`config.mk`:
```
export PLATFORM = sky130hd
export DESIGN_NAME = tlbw_top
export DESIGN_NICKNAME = d
export VERILOG_FILES = /design/src/hdl/tlbw_entry_array.v /design/src/hdl/tlbw_top.v
export VERILOG_INCLUDE_DIRS = /design/src /design/src/hdl
export SDC_FILE = /design/constraint.sdc
export NUM_CORES = 2
export LEC_CHECK = 0
export BUFFER_PORTS_ARGS = -buffer_cell sky130_fd_sc_hd__clkbuf_2
export CORE_ASPECT_RATIO = 0.75
export CORE_MARGIN = 5
export CORE_UTILIZATION = 47
export DETAILED_ROUTE_END_ITERATION = 10
export GPL_ROUTABILITY_DRIVEN = 0
export GPL_TIMING_DRIVEN = 0
export SYNTH_ARGS = -nofsm -noshare
export SYNTH_HDL_FRONTEND = slang
export SYNTH_HIERARCHICAL = 1
export SYNTH_SLANG_ARGS = --single-unit
```
`constraint.sdc`:
```
create_clock -name pclk -period 3.15 [get_ports pclk]
set_clock_uncertainty 0.15 [all_clocks]
set_input_delay 0.1575 -clock pclk [delete_from_list [all_inputs] [get_ports pclk]]
set_output_delay 0.1575 -clock pclk [all_outputs]
set_load 0.01 [all_outputs]
```
`src/hdl/tlbw_defs.vh`:
```
// Constants for the translation-entry maintenance and wait block
`ifndef TLBW_DEFS_VH
`define TLBW_DEFS_VH
// Register byte offsets
`define TLBW_OFF_CMD 12'h000
`define TLBW_OFF_STATUS 12'h004
`define TLBW_OFF_INDEX 12'h008
`define TLBW_OFF_RANDOM 12'h00C
`define TLBW_OFF_HIGH 12'h010
`define TLBW_OFF_LOW_EVEN 12'h014
`define TLBW_OFF_LOW_ODD 12'h018
`define TLBW_OFF_MASK 12'h01C
`define TLBW_OFF_PRIV 12'h020
`define TLBW_OFF_CTRL 12'h024
`define TLBW_OFF_WAKE 12'h028
// Command codes written to the command register
`define TLBW_CMD_READ 3'h1
`define TLBW_CMD_WRITE_IDX 3'h2
`define TLBW_CMD_WRITE_RND 3'h3
`define TLBW_CMD_PROBE 3'h4
`define TLBW_CMD_WAIT 3'h5
// Command register fields
`define TLBW_CMD_OP_LSB 0
`define TLBW_CMD_HINT_LSB 6
`define TLBW_CMD_HINT_MSB 24
// Entry high register fields
`define TLBW_HI_R_MSB 31
`define TLBW_HI_R_LSB 30
`define TLBW_HI_VPN_MSB 29
`define TLBW_HI_VPN_LSB 13
`define TLBW_HI_ADDRESS_SPACE_IDENTIFIER_MSB 7
`define TLBW_HI_ADDRESS_SPACE_IDENTIFIER_LSB 0
// Entry low register fields
`define TLBW_LO_PFN_MSB 25
`define TLBW_LO_PFN_LSB 6
`define TLBW_LO_C_MSB 5
`define TLBW_LO_C_LSB 3
`define TLBW_LO_D 2
`define TLBW_LO_V 1
`define TLBW_LO_G 0
// Page size mask field
`define TLBW_MASK_MSB 28
`define TLBW_MASK_LSB 13
// Privilege register fields
`define TLBW_PRIV_CU0 0
`define TLBW_PRIV_KSU_LSB 1
`define TLBW_PRIV_EXL 3
`define TLBW_PRIV_ERL 4
`define TLBW_PRIV_DM 5
// Control register fields
`define TLBW_CTRL_MASKZ 0
`define TLBW_CTRL_NOMMU 1
`define TLBW_CTRL_MCHK_EN 2
`define TLBW_CTRL_NONEN_WAKE 3
// Status register fields
`define TLBW_ST_CPU 0
`define TLBW_ST_RI 1
`define TLBW_ST_MCHK 2
`define TLBW_ST_WAITING 3
`define TLBW_ST_INT 4
`define TLBW_ST_NMI 5
`define TLBW_ST_RST 6
`define TLBW_ST_NONEN 7
// Entry geometry
`define TLBW_ENTRIES 16
`define TLBW_IDX_W 4
`define TLBW_ENTRY_W 94
// Entry word field positions, page halves at the bottom
`define TLBW_E_CDV0_LSB 0
`define TLBW_E_EVEN_FRAME_NUMBER_LSB 5
`define TLBW_E_CDV1_LSB 25
`define TLBW_E_ODD_FRAME_NUMBER_LSB 30
`define TLBW_E_G 50
`define TLBW_E_ADDRESS_SPACE_IDENTIFIER_LSB 51
`define TLBW_E_VPN_LSB 59
`define TLBW_E_R_LSB 76
`define TLBW_E_MASK_LSB 78
// Reset values
`define TLBW_RANDOM_RST 4'hF
`endif

```
`src/hdl/tlbw_entry_array.v`:
```
// Translation entry storage, one flip-flop word per entry
`timescale 1ns/10ps
`include "tlbw_defs.vh"
module tlbw_entry_array (
	input wire pclk,
	input wire presetn,
	input wire wr_en,
	input wire [`TLBW_IDX_W-1:0] wr_idx,
	input wire [`TLBW_ENTRY_W-1:0] wr_data,
	input wire [`TLBW_IDX_W-1:0] rd_idx,
	output wire [`TLBW_ENTRY_W-1:0] rd_data,
	output wire [`TLBW_ENTRIES*`TLBW_ENTRY_W-1:0] all_data
);
	genvar gi;
	// One word per entry, written only when addressed
	generate
		for (gi = 0; gi < `TLBW_ENTRIES; gi = gi + 1) begin : g_ent
			reg [`TLBW_ENTRY_W-1:0] ent_reg;
			always @(posedge pclk or negedge presetn) begin
				if (!presetn)
					ent_reg <= {`TLBW_ENTRY_W{1'b0}};
				else if (wr_en && wr_idx == gi)
					ent_reg <= wr_data;
			end
			assign all_data[gi*`TLBW_ENTRY_W +: `TLBW_ENTRY_W] = ent_reg;
		end
	endgenerate
	assign rd_data = all_data[rd_idx*`TLBW_ENTRY_W +: `TLBW_ENTRY_W];
endmodule

```
`src/hdl/tlbw_top.v`:
```
// Translation entry read/write/probe and wait-for-event control over APB
// Contract
// - Table read loads high, both low and mask registers from indexed entry.
// - Read may zero page pair bits under one bits of the mask.
// - Read may zero both frame numbers under one bits of the mask.
// - Read copies the single global bit into both low registers.
// - Indexed write overwrites the indexed entry from the staging registers.
// - Random write overwrites the entry chosen by the random register.
// - Write stores mask, region, space id, page pair, and per-page bits.
// - Write may clear page pair bits under one bits of the mask.
// - Write may clear both frame numbers under one bits of the mask.
// - Write sets the global bit to AND of both low global bits.
// - Executes only when privileged; otherwise coprocessor-unusable for unit 0.
// - Without a translation unit, raise reserved-instruction instead.
// - Machine-check on a shutdown condition during read or write.
// - Wait hint bits 24..6 pass to low-power control; zero is default.
// - Wait stalls the pipeline in low power until an event restarts it.
// - Enabled interrupt ending wait is taken; return points after the wait.
// - Reset or unmasked NMI during wait restarts and takes its exception.
// - Probe loads index with matching entry, or sets its top bit.
`timescale 1ns/10ps
`include "tlbw_defs.vh"
module tlbw_top (
	input wire pclk,
	input wire presetn,
	input wire psel,
	input wire penable,
	input wire pwrite,
	input wire [11:0] paddr,
	input wire [31:0] pwdata,
	output reg [31:0] prdata,
	output reg pready,
	output reg pslverr,
	input wire irq_enabled_in,
	input wire irq_pending_in,
	input wire nmi_in,
	input wire soft_reset_in,
	input wire shutdown_in,
	output reg pipeline_stall,
	output reg low_power,
	output reg [18:0] wait_hint,
	output reg take_interrupt,
	output reg take_nmi,
	output reg take_reset
);
	localparam ST_IDLE = 1'b0;
	localparam ST_WAIT = 1'b1;
	// Field widths of the staging registers
	localparam LO_W = 26;
	localparam MASK_W = 16;
	localparam VPN_W = 17;
	localparam PFN_W = 20;

	// Staging, control and status state
	reg state_reg;
	reg [31:0] index_reg;
	reg [`TLBW_IDX_W-1:0] random_reg;
	reg [31:0] entry_high_reg;
	reg [LO_W-1:0] entry_low_even_reg;
	reg [LO_W-1:0] entry_low_odd_reg;
	reg [MASK_W-1:0] page_size_mask_reg;
	reg [5:0] priv_reg;
	reg [3:0] ctrl_reg;
	reg [7:0] status_reg;
	reg [7:0] status_next;
	reg [31:0] ret_addr_reg;
	reg [31:0] pc_hint_reg;
	reg [2:0] sync_a_reg;
	reg [2:0] sync_b_reg;
	reg shut_a_reg;
	reg shut_b_reg;

	// Entry layout: mask|region|vpn|address_space_identifier|g|odd_frame_number|c1 d1 v1|even_frame_number|c0 d0 v0
	wire [`TLBW_ENTRY_W-1:0] wr_data;
	wire [`TLBW_ENTRY_W-1:0] rd_data;
	wire [`TLBW_ENTRIES*`TLBW_ENTRY_W-1:0] all_data;
	wire [`TLBW_IDX_W-1:0] wr_idx;
	reg wr_en;

	// Zero wait state, so pready need not gate the access strobe
	wire access = psel && penable;
	wire wr_acc = access && pwrite;
	wire cmd_wr = wr_acc && paddr == `TLBW_OFF_CMD;
	wire [2:0] cmd_op = pwdata[`TLBW_CMD_OP_LSB +: 3];
	wire maskz = ctrl_reg[`TLBW_CTRL_MASKZ];

	// Privilege check for every maintenance and wait command
	wire allowed = priv_reg[`TLBW_PRIV_CU0]
		|| priv_reg[`TLBW_PRIV_KSU_LSB +: 2] == 2'b00
		|| priv_reg[`TLBW_PRIV_DM]
		|| priv_reg[`TLBW_PRIV_EXL]
		|| priv_reg[`TLBW_PRIV_ERL];
	wire is_tlb_op = cmd_op == `TLBW_CMD_READ || cmd_op == `TLBW_CMD_WRITE_IDX
		|| cmd_op == `TLBW_CMD_WRITE_RND || cmd_op == `TLBW_CMD_PROBE;
	// Without a translation unit the table ops are refused
	wire go = cmd_wr && allowed && !(is_tlb_op && ctrl_reg[`TLBW_CTRL_NOMMU]);
	// Probe never machine-checks; only reads and writes do
	wire mchk = go && is_tlb_op && cmd_op != `TLBW_CMD_PROBE
		&& ctrl_reg[`TLBW_CTRL_MCHK_EN] && shut_b_reg;

	// Staging fields, optionally masked before storing
	wire [MASK_W-1:0] pm = page_size_mask_reg;
	wire [VPN_W-1:0] hi_vpn = entry_high_reg[`TLBW_HI_VPN_MSB:`TLBW_HI_VPN_LSB];
	wire [7:0] hi_address_space_identifier = entry_high_reg[`TLBW_HI_ADDRESS_SPACE_IDENTIFIER_MSB:`TLBW_HI_ADDRESS_SPACE_IDENTIFIER_LSB];
	wire [VPN_W-1:0] vpn_st = maskz ? hi_vpn & ~{1'b0, pm} : hi_vpn;
	wire [PFN_W-1:0] even_frame_number = entry_low_even_reg[`TLBW_LO_PFN_MSB:`TLBW_LO_PFN_LSB];
	wire [PFN_W-1:0] odd_frame_number = entry_low_odd_reg[`TLBW_LO_PFN_MSB:`TLBW_LO_PFN_LSB];
	wire [PFN_W-1:0] even_frame_number_st = maskz ? even_frame_number & ~{4'h0, pm} : even_frame_number;
	wire [PFN_W-1:0] odd_frame_number_st = maskz ? odd_frame_number & ~{4'h0, pm} : odd_frame_number;
	wire g_st = entry_low_even_reg[`TLBW_LO_G] & entry_low_odd_reg[`TLBW_LO_G];
	assign wr_data = {pm, entry_high_reg[`TLBW_HI_R_MSB:`TLBW_HI_R_LSB], vpn_st,
		entry_high_reg[`TLBW_HI_ADDRESS_SPACE_IDENTIFIER_MSB:`TLBW_HI_ADDRESS_SPACE_IDENTIFIER_LSB], g_st,
		odd_frame_number_st, entry_low_odd_reg[`TLBW_LO_C_MSB:`TLBW_LO_V],
		even_frame_number_st, entry_low_even_reg[`TLBW_LO_C_MSB:`TLBW_LO_V]};
	// Random write picks the random register, otherwise the index
	assign wr_idx = cmd_op == `TLBW_CMD_WRITE_RND ? random_reg
		: index_reg[`TLBW_IDX_W-1:0];

	// Write strobe, suppressed on machine check
	always @* begin
		wr_en = go && !mchk && (cmd_op == `TLBW_CMD_WRITE_IDX
			|| cmd_op == `TLBW_CMD_WRITE_RND);
	end

	// Index above the array is truncated; software must keep it in range
	tlbw_entry_array u_array (
		.pclk(pclk),
		.presetn(presetn),
		.wr_en(wr_en),
		.wr_idx(wr_idx),
		.wr_data(wr_data),
		.rd_idx(index_reg[`TLBW_IDX_W-1:0]),
		.rd_data(rd_data),
		.all_data(all_data)
	);

	// Read-side field split of the selected entry
	wire [MASK_W-1:0] rd_mask = rd_data[`TLBW_E_MASK_LSB +: MASK_W];
	wire [1:0] rd_r = rd_data[`TLBW_E_R_LSB +: 2];
	wire [VPN_W-1:0] rd_vpn = rd_data[`TLBW_E_VPN_LSB +: VPN_W];
	wire [7:0] rd_address_space_identifier = rd_data[`TLBW_E_ADDRESS_SPACE_IDENTIFIER_LSB +: 8];
	wire rd_g = rd_data[`TLBW_E_G];
	wire [PFN_W-1:0] rd_odd_frame_number = rd_data[`TLBW_E_ODD_FRAME_NUMBER_LSB +: PFN_W];
	// Cache attribute, dirty and valid travel together per page
	wire [4:0] rd_cdv1 = rd_data[`TLBW_E_CDV1_LSB +: 5];
	wire [PFN_W-1:0] rd_even_frame_number = rd_data[`TLBW_E_EVEN_FRAME_NUMBER_LSB +: PFN_W];
	wire [4:0] rd_cdv0 = rd_data[`TLBW_E_CDV0_LSB +: 5];
	wire [VPN_W-1:0] rd_vpn_m = maskz ? rd_vpn & ~{1'b0, rd_mask} : rd_vpn;
	wire [PFN_W-1:0] rd_odd_frame_number_m = maskz ? rd_odd_frame_number & ~{4'h0, rd_mask} : rd_odd_frame_number;
	wire [PFN_W-1:0] rd_even_frame_number_m = maskz ? rd_even_frame_number & ~{4'h0, rd_mask} : rd_even_frame_number;

	// Probe: compare every entry against the high register
	reg probe_hit;
	reg [`TLBW_IDX_W-1:0] probe_idx;
	reg [`TLBW_ENTRY_W-1:0] pe;
	reg [MASK_W-1:0] pm_k;
	integer k;
	always @* begin
		probe_hit = 1'b0;
		probe_idx = {`TLBW_IDX_W{1'b0}};
		pe = {`TLBW_ENTRY_W{1'b0}};
		pm_k = {MASK_W{1'b0}};
		// Later entries win; duplicate matches are a software fault
		for (k = 0; k < `TLBW_ENTRIES; k = k + 1) begin
			pe = all_data[k*`TLBW_ENTRY_W +: `TLBW_ENTRY_W];
			pm_k = pe[`TLBW_E_MASK_LSB +: MASK_W];
			if (pe[`TLBW_E_R_LSB +: 2] == entry_high_reg[`TLBW_HI_R_MSB:`TLBW_HI_R_LSB]
				&& (pe[`TLBW_E_VPN_LSB +: VPN_W] & ~{1'b0, pm_k}) == (hi_vpn & ~{1'b0, pm_k})
				&& (pe[`TLBW_E_G] || pe[`TLBW_E_ADDRESS_SPACE_IDENTIFIER_LSB +: 8] == hi_address_space_identifier)) begin
				probe_hit = 1'b1;
				probe_idx = k[`TLBW_IDX_W-1:0];
			end
		end
	end

	// Event inputs come from outside and pass two flip-flops
	always @(posedge pclk or negedge presetn) begin
		if (!presetn) begin
			sync_a_reg <= 3'h0;
			sync_b_reg <= 3'h0;
			shut_a_reg <= 1'b0;
			shut_b_reg <= 1'b0;
		end else begin
			sync_a_reg <= {soft_reset_in, nmi_in, irq_pending_in};
			sync_b_reg <= sync_a_reg;
			shut_a_reg <= shutdown_in;
			shut_b_reg <= shut_a_reg;
		end
	end
	wire ev_irq = sync_b_reg[0];
	wire ev_nmi = sync_b_reg[1];
	wire ev_rst = sync_b_reg[2];
	// Enable is a same-clock level and skips the synchroniser
	wire irq_en = irq_enabled_in;
	wire wake_en = ev_irq && irq_en;
	wire wake_nonen = ev_irq && !irq_en && ctrl_reg[`TLBW_CTRL_NONEN_WAKE];
	wire in_wait = state_reg == ST_WAIT;
	wire wake = in_wait && (ev_rst || ev_nmi || wake_en || wake_nonen);

	// Sticky status, except the live waiting bit: hardware set wins over a software clear
	wire st_wr = wr_acc && paddr == `TLBW_OFF_STATUS;
	always @* begin
		status_next = status_reg;
		// Software clear first, so a same-cycle event still lands
		if (st_wr)
			status_next = status_reg & ~pwdata[7:0];
		status_next[`TLBW_ST_WAITING] = in_wait && !wake;
		if (cmd_wr && !allowed)
			status_next[`TLBW_ST_CPU] = 1'b1;
		if (cmd_wr && allowed && is_tlb_op && ctrl_reg[`TLBW_CTRL_NOMMU])
			status_next[`TLBW_ST_RI] = 1'b1;
		if (mchk)
			status_next[`TLBW_ST_MCHK] = 1'b1;
		// Cause priority matches the wake pulse priority
		if (wake && ev_rst)
			status_next[`TLBW_ST_RST] = 1'b1;
		else if (wake && ev_nmi)
			status_next[`TLBW_ST_NMI] = 1'b1;
		else if (wake && wake_en)
			status_next[`TLBW_ST_INT] = 1'b1;
		else if (wake && wake_nonen)
			status_next[`TLBW_ST_NONEN] = 1'b1;
	end

	// Register writes and command execution
	always @(posedge pclk or negedge presetn) begin
		if (!presetn) begin
			index_reg <= 32'h00000000;
			random_reg <= `TLBW_RANDOM_RST;
			entry_high_reg <= 32'h00000000;
			entry_low_even_reg <= 26'h0000000;
			entry_low_odd_reg <= 26'h0000000;
			page_size_mask_reg <= 16'h0000;
			priv_reg <= 6'h00;
			ctrl_reg <= 4'h0;
			status_reg <= 8'h00;
			pc_hint_reg <= 32'h00000000;
			ret_addr_reg <= 32'h00000000;
		end else begin
			status_reg <= status_next;
			// Random decrements each cycle, wraps to the top entry
			random_reg <= random_reg - 4'h1;
			if (wr_acc) begin
				case (paddr)
					`TLBW_OFF_INDEX: index_reg <= pwdata;
					`TLBW_OFF_RANDOM: random_reg <= pwdata[`TLBW_IDX_W-1:0];
					`TLBW_OFF_HIGH: entry_high_reg <= pwdata;
					`TLBW_OFF_LOW_EVEN: entry_low_even_reg <= pwdata[LO_W-1:0];
					`TLBW_OFF_LOW_ODD: entry_low_odd_reg <= pwdata[LO_W-1:0];
					`TLBW_OFF_MASK: page_size_mask_reg <= pwdata[`TLBW_MASK_MSB:`TLBW_MASK_LSB];
					`TLBW_OFF_PRIV: priv_reg <= pwdata[5:0];
					`TLBW_OFF_CTRL: ctrl_reg <= pwdata[3:0];
					`TLBW_OFF_WAKE: pc_hint_reg <= pwdata;
					default: ;
				endcase
			end
			// Read loads all four staging registers in one step
			if (go && !mchk && cmd_op == `TLBW_CMD_READ) begin
				page_size_mask_reg <= rd_mask;
				entry_high_reg <= {rd_r, rd_vpn_m, 5'h00, rd_address_space_identifier};
				entry_low_odd_reg <= {rd_odd_frame_number_m, rd_cdv1, rd_g};
				entry_low_even_reg <= {rd_even_frame_number_m, rd_cdv0, rd_g};
			end
			if (go && cmd_op == `TLBW_CMD_PROBE)
				index_reg <= {!probe_hit, 27'h0000000, probe_idx};
			// Return address of the next instruction after the wait
			if (go && cmd_op == `TLBW_CMD_WAIT)
				ret_addr_reg <= pc_hint_reg + 32'h00000004;
		end
	end

	// Wait state machine and pipeline-facing outputs
	always @(posedge pclk or negedge presetn) begin
		if (!presetn) begin
			state_reg <= ST_IDLE;
			pipeline_stall <= 1'b0;
			low_power <= 1'b0;
			wait_hint <= 19'h00000;
			take_interrupt <= 1'b0;
			take_nmi <= 1'b0;
			take_reset <= 1'b0;
		end else begin
			take_interrupt <= 1'b0;
			take_nmi <= 1'b0;
			take_reset <= 1'b0;
			// Wake pulses default low, so each lasts one cycle
			case (state_reg)
				ST_IDLE: begin
					if (go && cmd_op == `TLBW_CMD_WAIT) begin
						state_reg <= ST_WAIT;
						pipeline_stall <= 1'b1;
						low_power <= 1'b1;
						// Zero hint is the default low-power mode
						wait_hint <= pwdata[`TLBW_CMD_HINT_MSB:`TLBW_CMD_HINT_LSB];
					end
				end
				ST_WAIT: begin
					// Reset beats nmi, nmi beats an interrupt
					if (wake) begin
						state_reg <= ST_IDLE;
						pipeline_stall <= 1'b0;
						low_power <= 1'b0;
						wait_hint <= 19'h00000;
						take_reset <= ev_rst;
						take_nmi <= !ev_rst && ev_nmi;
						take_interrupt <= !ev_rst && !ev_nmi && wake_en;
					end
				end
				default: state_reg <= ST_IDLE;
			endcase
		end
	end

	// APB slave: zero wait state, error on unmapped address
	always @(posedge pclk or negedge presetn) begin
		if (!presetn) begin
			prdata <= 32'h00000000;
			pready <= 1'b0;
			pslverr <= 1'b0;
		end else begin
			pready <= psel && !penable;
			pslverr <= 1'b0;
			// Read data captured in setup so it stands in the access cycle
			if (psel && !penable) begin
				prdata <= 32'h00000000;
				case (paddr)
					`TLBW_OFF_CMD: prdata <= {8'h00, wait_hint, 5'h00};
					`TLBW_OFF_STATUS: prdata <= {24'h000000, status_next};
					`TLBW_OFF_INDEX: prdata <= index_reg;
					`TLBW_OFF_RANDOM: prdata <= {28'h0000000, random_reg};
					`TLBW_OFF_HIGH: prdata <= entry_high_reg;
					`TLBW_OFF_LOW_EVEN: prdata <= {6'h00, entry_low_even_reg};
					`TLBW_OFF_LOW_ODD: prdata <= {6'h00, entry_low_odd_reg};
					`TLBW_OFF_MASK: prdata <= {3'h0, page_size_mask_reg, 13'h0000};
					`TLBW_OFF_PRIV: prdata <= {26'h0000000, priv_reg};
					`TLBW_OFF_CTRL: prdata <= {28'h0000000, ctrl_reg};
					`TLBW_OFF_WAKE: prdata <= ret_addr_reg;
					default: pslverr <= 1'b1;
				endcase
			end
		end
	end
endmodule

```
Word-level counts from Yosys, hierarchy flattened
Index checks and enable logic that the tools add are counted.

Output and inout bits: 58. Logic and storage cells: 409. Bits of input ports: 54. Bits in registers: 1788.

Muxes and demuxes: 86. Multipliers: 1. Reduce and logical (&&, ||, !) cells: 136. Add/sub/neg operators: 2. Shift operators: 1. Bitwise operators: 62. Equal/unequal tests: 81.

Operators by type and width (number): 1504-bit by 12-bit variable part select with 94-bit output (1); 17-bit bitwise AND (34); 32-bit case mux with 11 select lines (1); 16-bit NOT with 17-bit output (18); 17-bit equality test (16); 32-bit 2-to-1 mux (6); 26-bit 2-to-1 mux (6); 8-bit equality test (16); 20-bit bitwise AND (4); 1-bit logical AND (80); 20-bit 2-to-1 mux (4); 4-bit 2-to-1 mux (17); 12-bit by 5-bit equality test with 1-bit output (second input constant) (4); 16-bit 2-to-1 mux (3); 1-bit 2-to-1 mux (40); 16-bit NOT with 20-bit output (2); 19-bit 2-to-1 mux (2); 19-bit case mux with 2 select lines (1); 12-bit by 6-bit equality test with 1-bit output (second input constant) (3); 17-bit 2-to-1 mux (2); 32-bit by 3-bit adder with 32-bit output (second input constant) (1); 2-bit equality test (16); 4-bit equality test (second input constant) (8); 1-bit logical OR (27); other kinds (27) (57).

Longest topological paths before layout
Word-level depth: 23. Depth in mapped cells: 12. Mapped depth without buffers: 9.

Modules after synthesis
The synthesis kept the hierarchy.

By module, submodules not included: tlbw_entry_array (sequential area each 37636.1 um^2, area an instance 66652.7 um^2, instances 1, cells an instance 4079); tlbw_top (sequential area each 7086.8 um^2, area an instance 19424.9 um^2, instances 1, cells an instance 2120).

Worst setup path before layout
No wires, ideal clock.

Kind: input port to flip-flop. Start: input port paddr[7]. End: register u_array.g_ent[3].ent_reg[33]. Data required time: 2875 ps. Arrival: 2756 ps. Setup slack: 119 ps. Library setup time: 125 ps. Buffers on the path: 3. Stages: 11. Path through: nor4_4 nand3_4 nor4_2 nand3_1 nor3b_1 nor3b_1 and3_1 clkbuf_1 buf_4 buf_4 mux2_2.

Longest elaborated chain between the ends: 12.

Ends and longest elaborated chain: from (decl) (line tlbw_top.v:29) `input wire [11:0] paddr,`; 12-bit logical NOT (*); 1-bit logical AND (no source line) (*); 1-bit logical AND (*) (2 in series) (line tlbw_top.v:96) `` wire go = cmd_wr && allowed && !(is_tlb_op && ctrl_reg[`TLBW_CTRL_NOMMU]); ``; 1-bit logical AND (line tlbw_top.v:98) `` wire mchk = go && is_tlb_op && cmd_op != `TLBW_CMD_PROBE ``; 1-bit logical AND (no source line); 1-bit logical AND (2 in series) (line tlbw_top.v:98); 1-bit logical NOT (line tlbw_top.v:121) `` wr_en = go && !mchk && (cmd_op == `TLBW_CMD_WRITE_IDX ``; 1-bit logical AND (*) (2 in series) (line tlbw_top.v:121); named net wr_en (line tlbw_top.v:78) `reg wr_en;`; 1-bit logical AND (*) (line tlbw_entry_array.v:22) `else if (wr_en && wr_idx == gi)`; to (signal assigned) (line tlbw_entry_array.v:21) `` ent_reg <= {`TLBW_ENTRY_W{1'b0}}; ``; to (signal assigned) (line tlbw_entry_array.v:23) `ent_reg <= wr_data;`; to (decl) (line tlbw_entry_array.v:18) `` reg [`TLBW_ENTRY_W-1:0] ent_reg; ``.

Mark *: on every way through the listed nets, which the timed path passes. The rest lies on a longest branch. A chain may end at the register's enable or synchronous reset.

Worst setup path in the final report
Start: register index_reg[0]. End: register entry_low_even_reg[16].

Longest elaborated chain between the ends: 6.

Ends and longest elaborated chain: from (decl) (line tlbw_top.v:56) `reg [31:0] index_reg;`; from (signal assigned) (line tlbw_top.v:245) `` `TLBW_OFF_INDEX: index_reg <= pwdata; ``; from (signal assigned) (line tlbw_top.v:265) `index_reg <= {!probe_hit, 27'h0000000, probe_idx};`; 4-bit by 6-bit multiplier with 10-bit output (no source line); 1504-bit by 12-bit variable part select with 94-bit output (line tlbw_entry_array.v:28) `` assign rd_data = all_data[rd_idx*`TLBW_ENTRY_W +: `TLBW_ENTRY_W]; ``; named net rd_data[88] (line tlbw_top.v:75) `` wire [`TLBW_ENTRY_W-1:0] rd_data; ``; 16-bit NOT with 20-bit output (line tlbw_top.v:150) `wire [PFN_W-1:0] rd_even_frame_number_m = maskz ? rd_even_frame_number & ~{4'h0, rd_mask} : rd_even_frame_numb ...`; 20-bit bitwise AND (line tlbw_top.v:150); 20-bit 2-to-1 mux (line tlbw_top.v:150); 26-bit 2-to-1 mux (line tlbw_top.v:258) `` if (go && !mchk && cmd_op == `TLBW_CMD_READ) begin ``; to (signal assigned) (line tlbw_top.v:248) `` `TLBW_OFF_LOW_EVEN: entry_low_even_reg <= pwdata[LO_W-1:0]; ``; to (signal assigned) (line tlbw_top.v:262) `entry_low_even_reg <= {rd_even_frame_number_m, rd_cdv0, rd_g};`; to (decl) (line tlbw_top.v:59) `reg [LO_W-1:0] entry_low_even_reg;`.

The timed path passes the listed nets, and every way through them passes these cells.

==> summary.txt <==
Drt
  – Total wire length: 320000 um
  – WL per Instance: 34.8 um
  – Pre-antenna DRT Iters: 9
  – Post-DRT Antenna Nets: 0
  – DR DRC count: 0
  – Via count: 59100
  – DRT iter0 DRCs: 7300
  – Post-DR vias/cell: 6.43

Floorplan
  – Number of core rows: 136
  – Die Wd: 504 um
  – DIE AREA: 192000 um^2
  – Die Y: 381 um
  – Initial Util: 47.1%
  – # IOs: 112
  – Core area: 183000 um^2

Cells and area
  – Sequential Area: 44700 um^2
  – Nets: 6677
  – Design area: 99200 um^2
  – Multi-input logic area: 39800 um^2
  – Largest register FFs: 1504
  – Layout cells sized above 1: 42.9%
  – P&R area growth vs syn: 15.3%
  – Fill cells: 15200

STA
  – Slew HR: 21.8%
  – Worst-Margin Slew: 1.17 ns
  – Total count of max-transition violations in the final report: 0
  – Final WS setup: -0.153 ns
  – Fin crit period: 3.30 ns
  – Period utilization: 105%
  – Hold Vio Cnt, Final: 0
  – WHS: 0.0137 ns
  – Setup violations, final: 40
  – RSZ-0062 raised after global routing: yes
  – Fmax: 303 MHz

Clock network
  – # clock sinks: 1787
  – Num CTS Buffers: 179
  – CTS tree: done
  – Root buffer cell: clkbuf_16
  – Clock transition at path regs: 0.07 ns
  – H-tree depth: 4
  – Clk Latency, worst-skew pair: 0.83 ns
  – CTS max path bufs: 3

GRT
  – Largest net degree at the start of global routing: 114
  – GRT Total Usage: 32.7%
  – Vias in the first global route: 59000
  – Initial antenna violation count: 20
  – Congestion Overflow GR: 0
  – First-pass GRT wire length: 450000 um

Placed design
  – Post-DP Area: 90200 um^2
  – PortBufs: 109
  – DP HPWL: 240000 um
  – Dpl ws: -2.01 ns

Synth
  – Warnings, synthesis: 6
  – Register bit total from synthesis: 1787
  – Post-synth EDFFs: 0
  – Synthesized area per cell: 13.9 um^2
  – Fraction of registers with async set/reset: 100%
  – Seq/Total Area, Yosys: 52.0%
  – Net Count, Synth: 6255
  – Yosys cell types: 65
  – Mapped Cells: 6199
  – Ys flop type: dfrtp_1
  – Post-Synthesis Cell Area: 86100 um^2

Worst setup path
  – Worst setup EP type: flip-flop
  – Crit Path Class: reg2reg
  – Critical path fanouts, max: 10
  – Crit path required time: 3.73 ns
  – CP Data Arrival Time: 3.89 ns
  – CP Launch Type: flip-flop

Power
  – Power Density: 467 nW/um^2
  – Leakage power: 46.4 nW
  – Tot Pwr: 46.3 mW
  – Max IR drop VDD: 0.000465 V

Status
  – Status: complete, but fails checks
  – Violated checks: negative setup slack

Flow run
  – # Max-Cap Violations: 0

Hold path
  – HP Class: in2reg
-- per-stage QoR --
step | std cells | utilization, % | TNS [ns]
final | 9181 | 54.3 | -1.78
after global routing | 9174 | 54.3 | -0.0621
after CTS | 9161 | 53.8 | -1.21
after detailed placement | 8741 | 49.3 | -2127.67
after global placement | 8723 | 49.1 | -
after floorplan | 6199 | - | 0
-- worst paths after layout --
| check | start | to | slack, ns | cells past startpoint |
|---|---|---|---|---|
| worst min-delay path | paddr[8] | status_reg[1] | 0.01 | 7 |
| max in group asynchronous | presetn | u_array/g_ent[3].ent_reg[7] | 0.39 | 13 |
| min in group asynchronous | presetn | u_array/g_ent[0].ent_reg[76] | 0.53 | 10 |
| worst min register to register | shut_a_reg | shut_b_reg | 0.20 | 0 |
| worst max-delay path | index_reg[0] | entry_low_even_reg[16] | -0.15 | 9 |
| worst max register to register | index_reg[0] | entry_low_even_reg[16] | -0.15 | 9 |
-- area by class of cell --
class                           count  area share, %
Antenna cell                        7         0.0177
Buffer                            524           3.32
Clock buffer                      267           5.39
Clock inverter                     52          0.609
Inverter                            7         0.0265
Multi-Input combinational cell   3876           40.1
Sequential cell                  1787           45.1
Tap cell                         2415           3.05
Timing Repair Buffer              246           2.44
-- power breakdown --
| group | total (mW) | internal [mW] | switching [mW] |
|---|---|---|---|
| Clock | 22.1 | 12.5 | 9.55 |
| Combinational | 1.14 | 0.300 | 0.837 |
| Sequential | 23.1 | 23.0 | 0.0959 |
-- synthesized netlist by cell type (all sizes together), types with 2 or more instances --
| master | instances | area share [%] |
|---|---|---|
| and4 | 3 | 0.031 |
| a22o | 15 | 0.15 |
| dfstp | 4 | 0.12 |
| xor2 | 147 | 1.5 |
| nor3 | 27 | 0.16 |
| o22ai | 124 | 0.90 |
| mux2 | 1552 | 20 |
| a21o | 3 | 0.026 |
| a41oi | 7 | 0.071 |
| and3 | 9 | 0.065 |
| o221ai | 5 | 0.051 |
| nand4b | 3 | 0.038 |
| mux2i | 119 | 1.4 |
| xnor2 | 316 | 3.2 |
| and2 | 55 | 0.40 |
| a22oi | 229 | 2.0 |
| a21oi | 66 | 0.38 |
| nor2 | 173 | 0.78 |
| clkbuf | 226 | 0.99 |
| nor2b | 9 | 0.065 |
| nand4 | 10 | 0.080 |
| a41o | 6 | 0.070 |
| dfrtp | 1783 | 52 |
| nor3b | 2 | 0.017 |
| inv | 6 | 0.026 |
| or3 | 4 | 0.029 |
| a221oi | 19 | 0.19 |
| a31oi | 19 | 0.14 |
| nand3b | 5 | 0.044 |
| nand2b | 7 | 0.051 |
| or2 | 3 | 0.022 |
| buf | 303 | 1.8 |
| ha | 2 | 0.029 |
| mux4 | 376 | 9.8 |
| nor4 | 58 | 0.48 |
| a32o | 2 | 0.023 |
| a222oi | 18 | 0.21 |
| nand2 | 268 | 1.2 |
| nand3 | 111 | 0.66 |
| o21ai | 94 | 0.55 |
-- cells by family after synthesis --
group	count (synthesis)	synth area share (%)
buf+inv	536	2.82
mux	2047	31.5
fa+ha+maj	2	0.0291
xor+xnor	463	4.71
flops	1787	52.0
compound gates	614	4.83
simple gates	750	4.13
-- critical path, cell delays in order (launching register included) --
cell       delay, ns
dfrtp_2         0.54
buf_6           0.24
clkbuf_16       0.28
buf_12          0.23
mux4_2          0.59
a22oi_2         0.37
nand2_1         0.24
nand2_1         0.30
nand3_1         0.11
o21ai_0         0.09
-- what timing repair did --
item,in CTS,in global routing
gates cloned,0,3
hold buffers,89,1
endpoints found under the hold margin,436,2
gates resized for setup,341,246
pin swaps,17,13
setup endpoints to repair,1604,1737
setup buffers,16,11
-- placed cells by master (no fill, tap or decap), drive strengths merged, types with 15 or more instances in the layout --
master	instances
o21ai	94
nand2	268
buf	310
a22oi	229
o22ai	124
nor2	173
nor4	58
a221oi	19
xnor2	316
dfrtp	1783
and2	55
clkbuf	647
mux4	376
mux2i	119
xor2	147
mux2	1552
a31oi	19
clkinv	29
nand3	111
dlygate4sd3	79
nor3	27
a21oi	66
a22o	15
a222oi	18
-- per-layer routing --
layer | vias to the layer above | routed length (um) | share of wire, % | GRT usage [%]
met1 | 31700 | 132000 | 41 | 46.0
met5 | - | 330 | 0.10 | 0
met2 | 3044 | 134000 | 42 | 45.8
met4 | 12 | 13600 | 4.2 | 11.8
met3 | 598 | 40300 | 13 | 13.3
li1 | 23700 | - | - | -
Note: power is estimated with default switching activity, not from simulation.
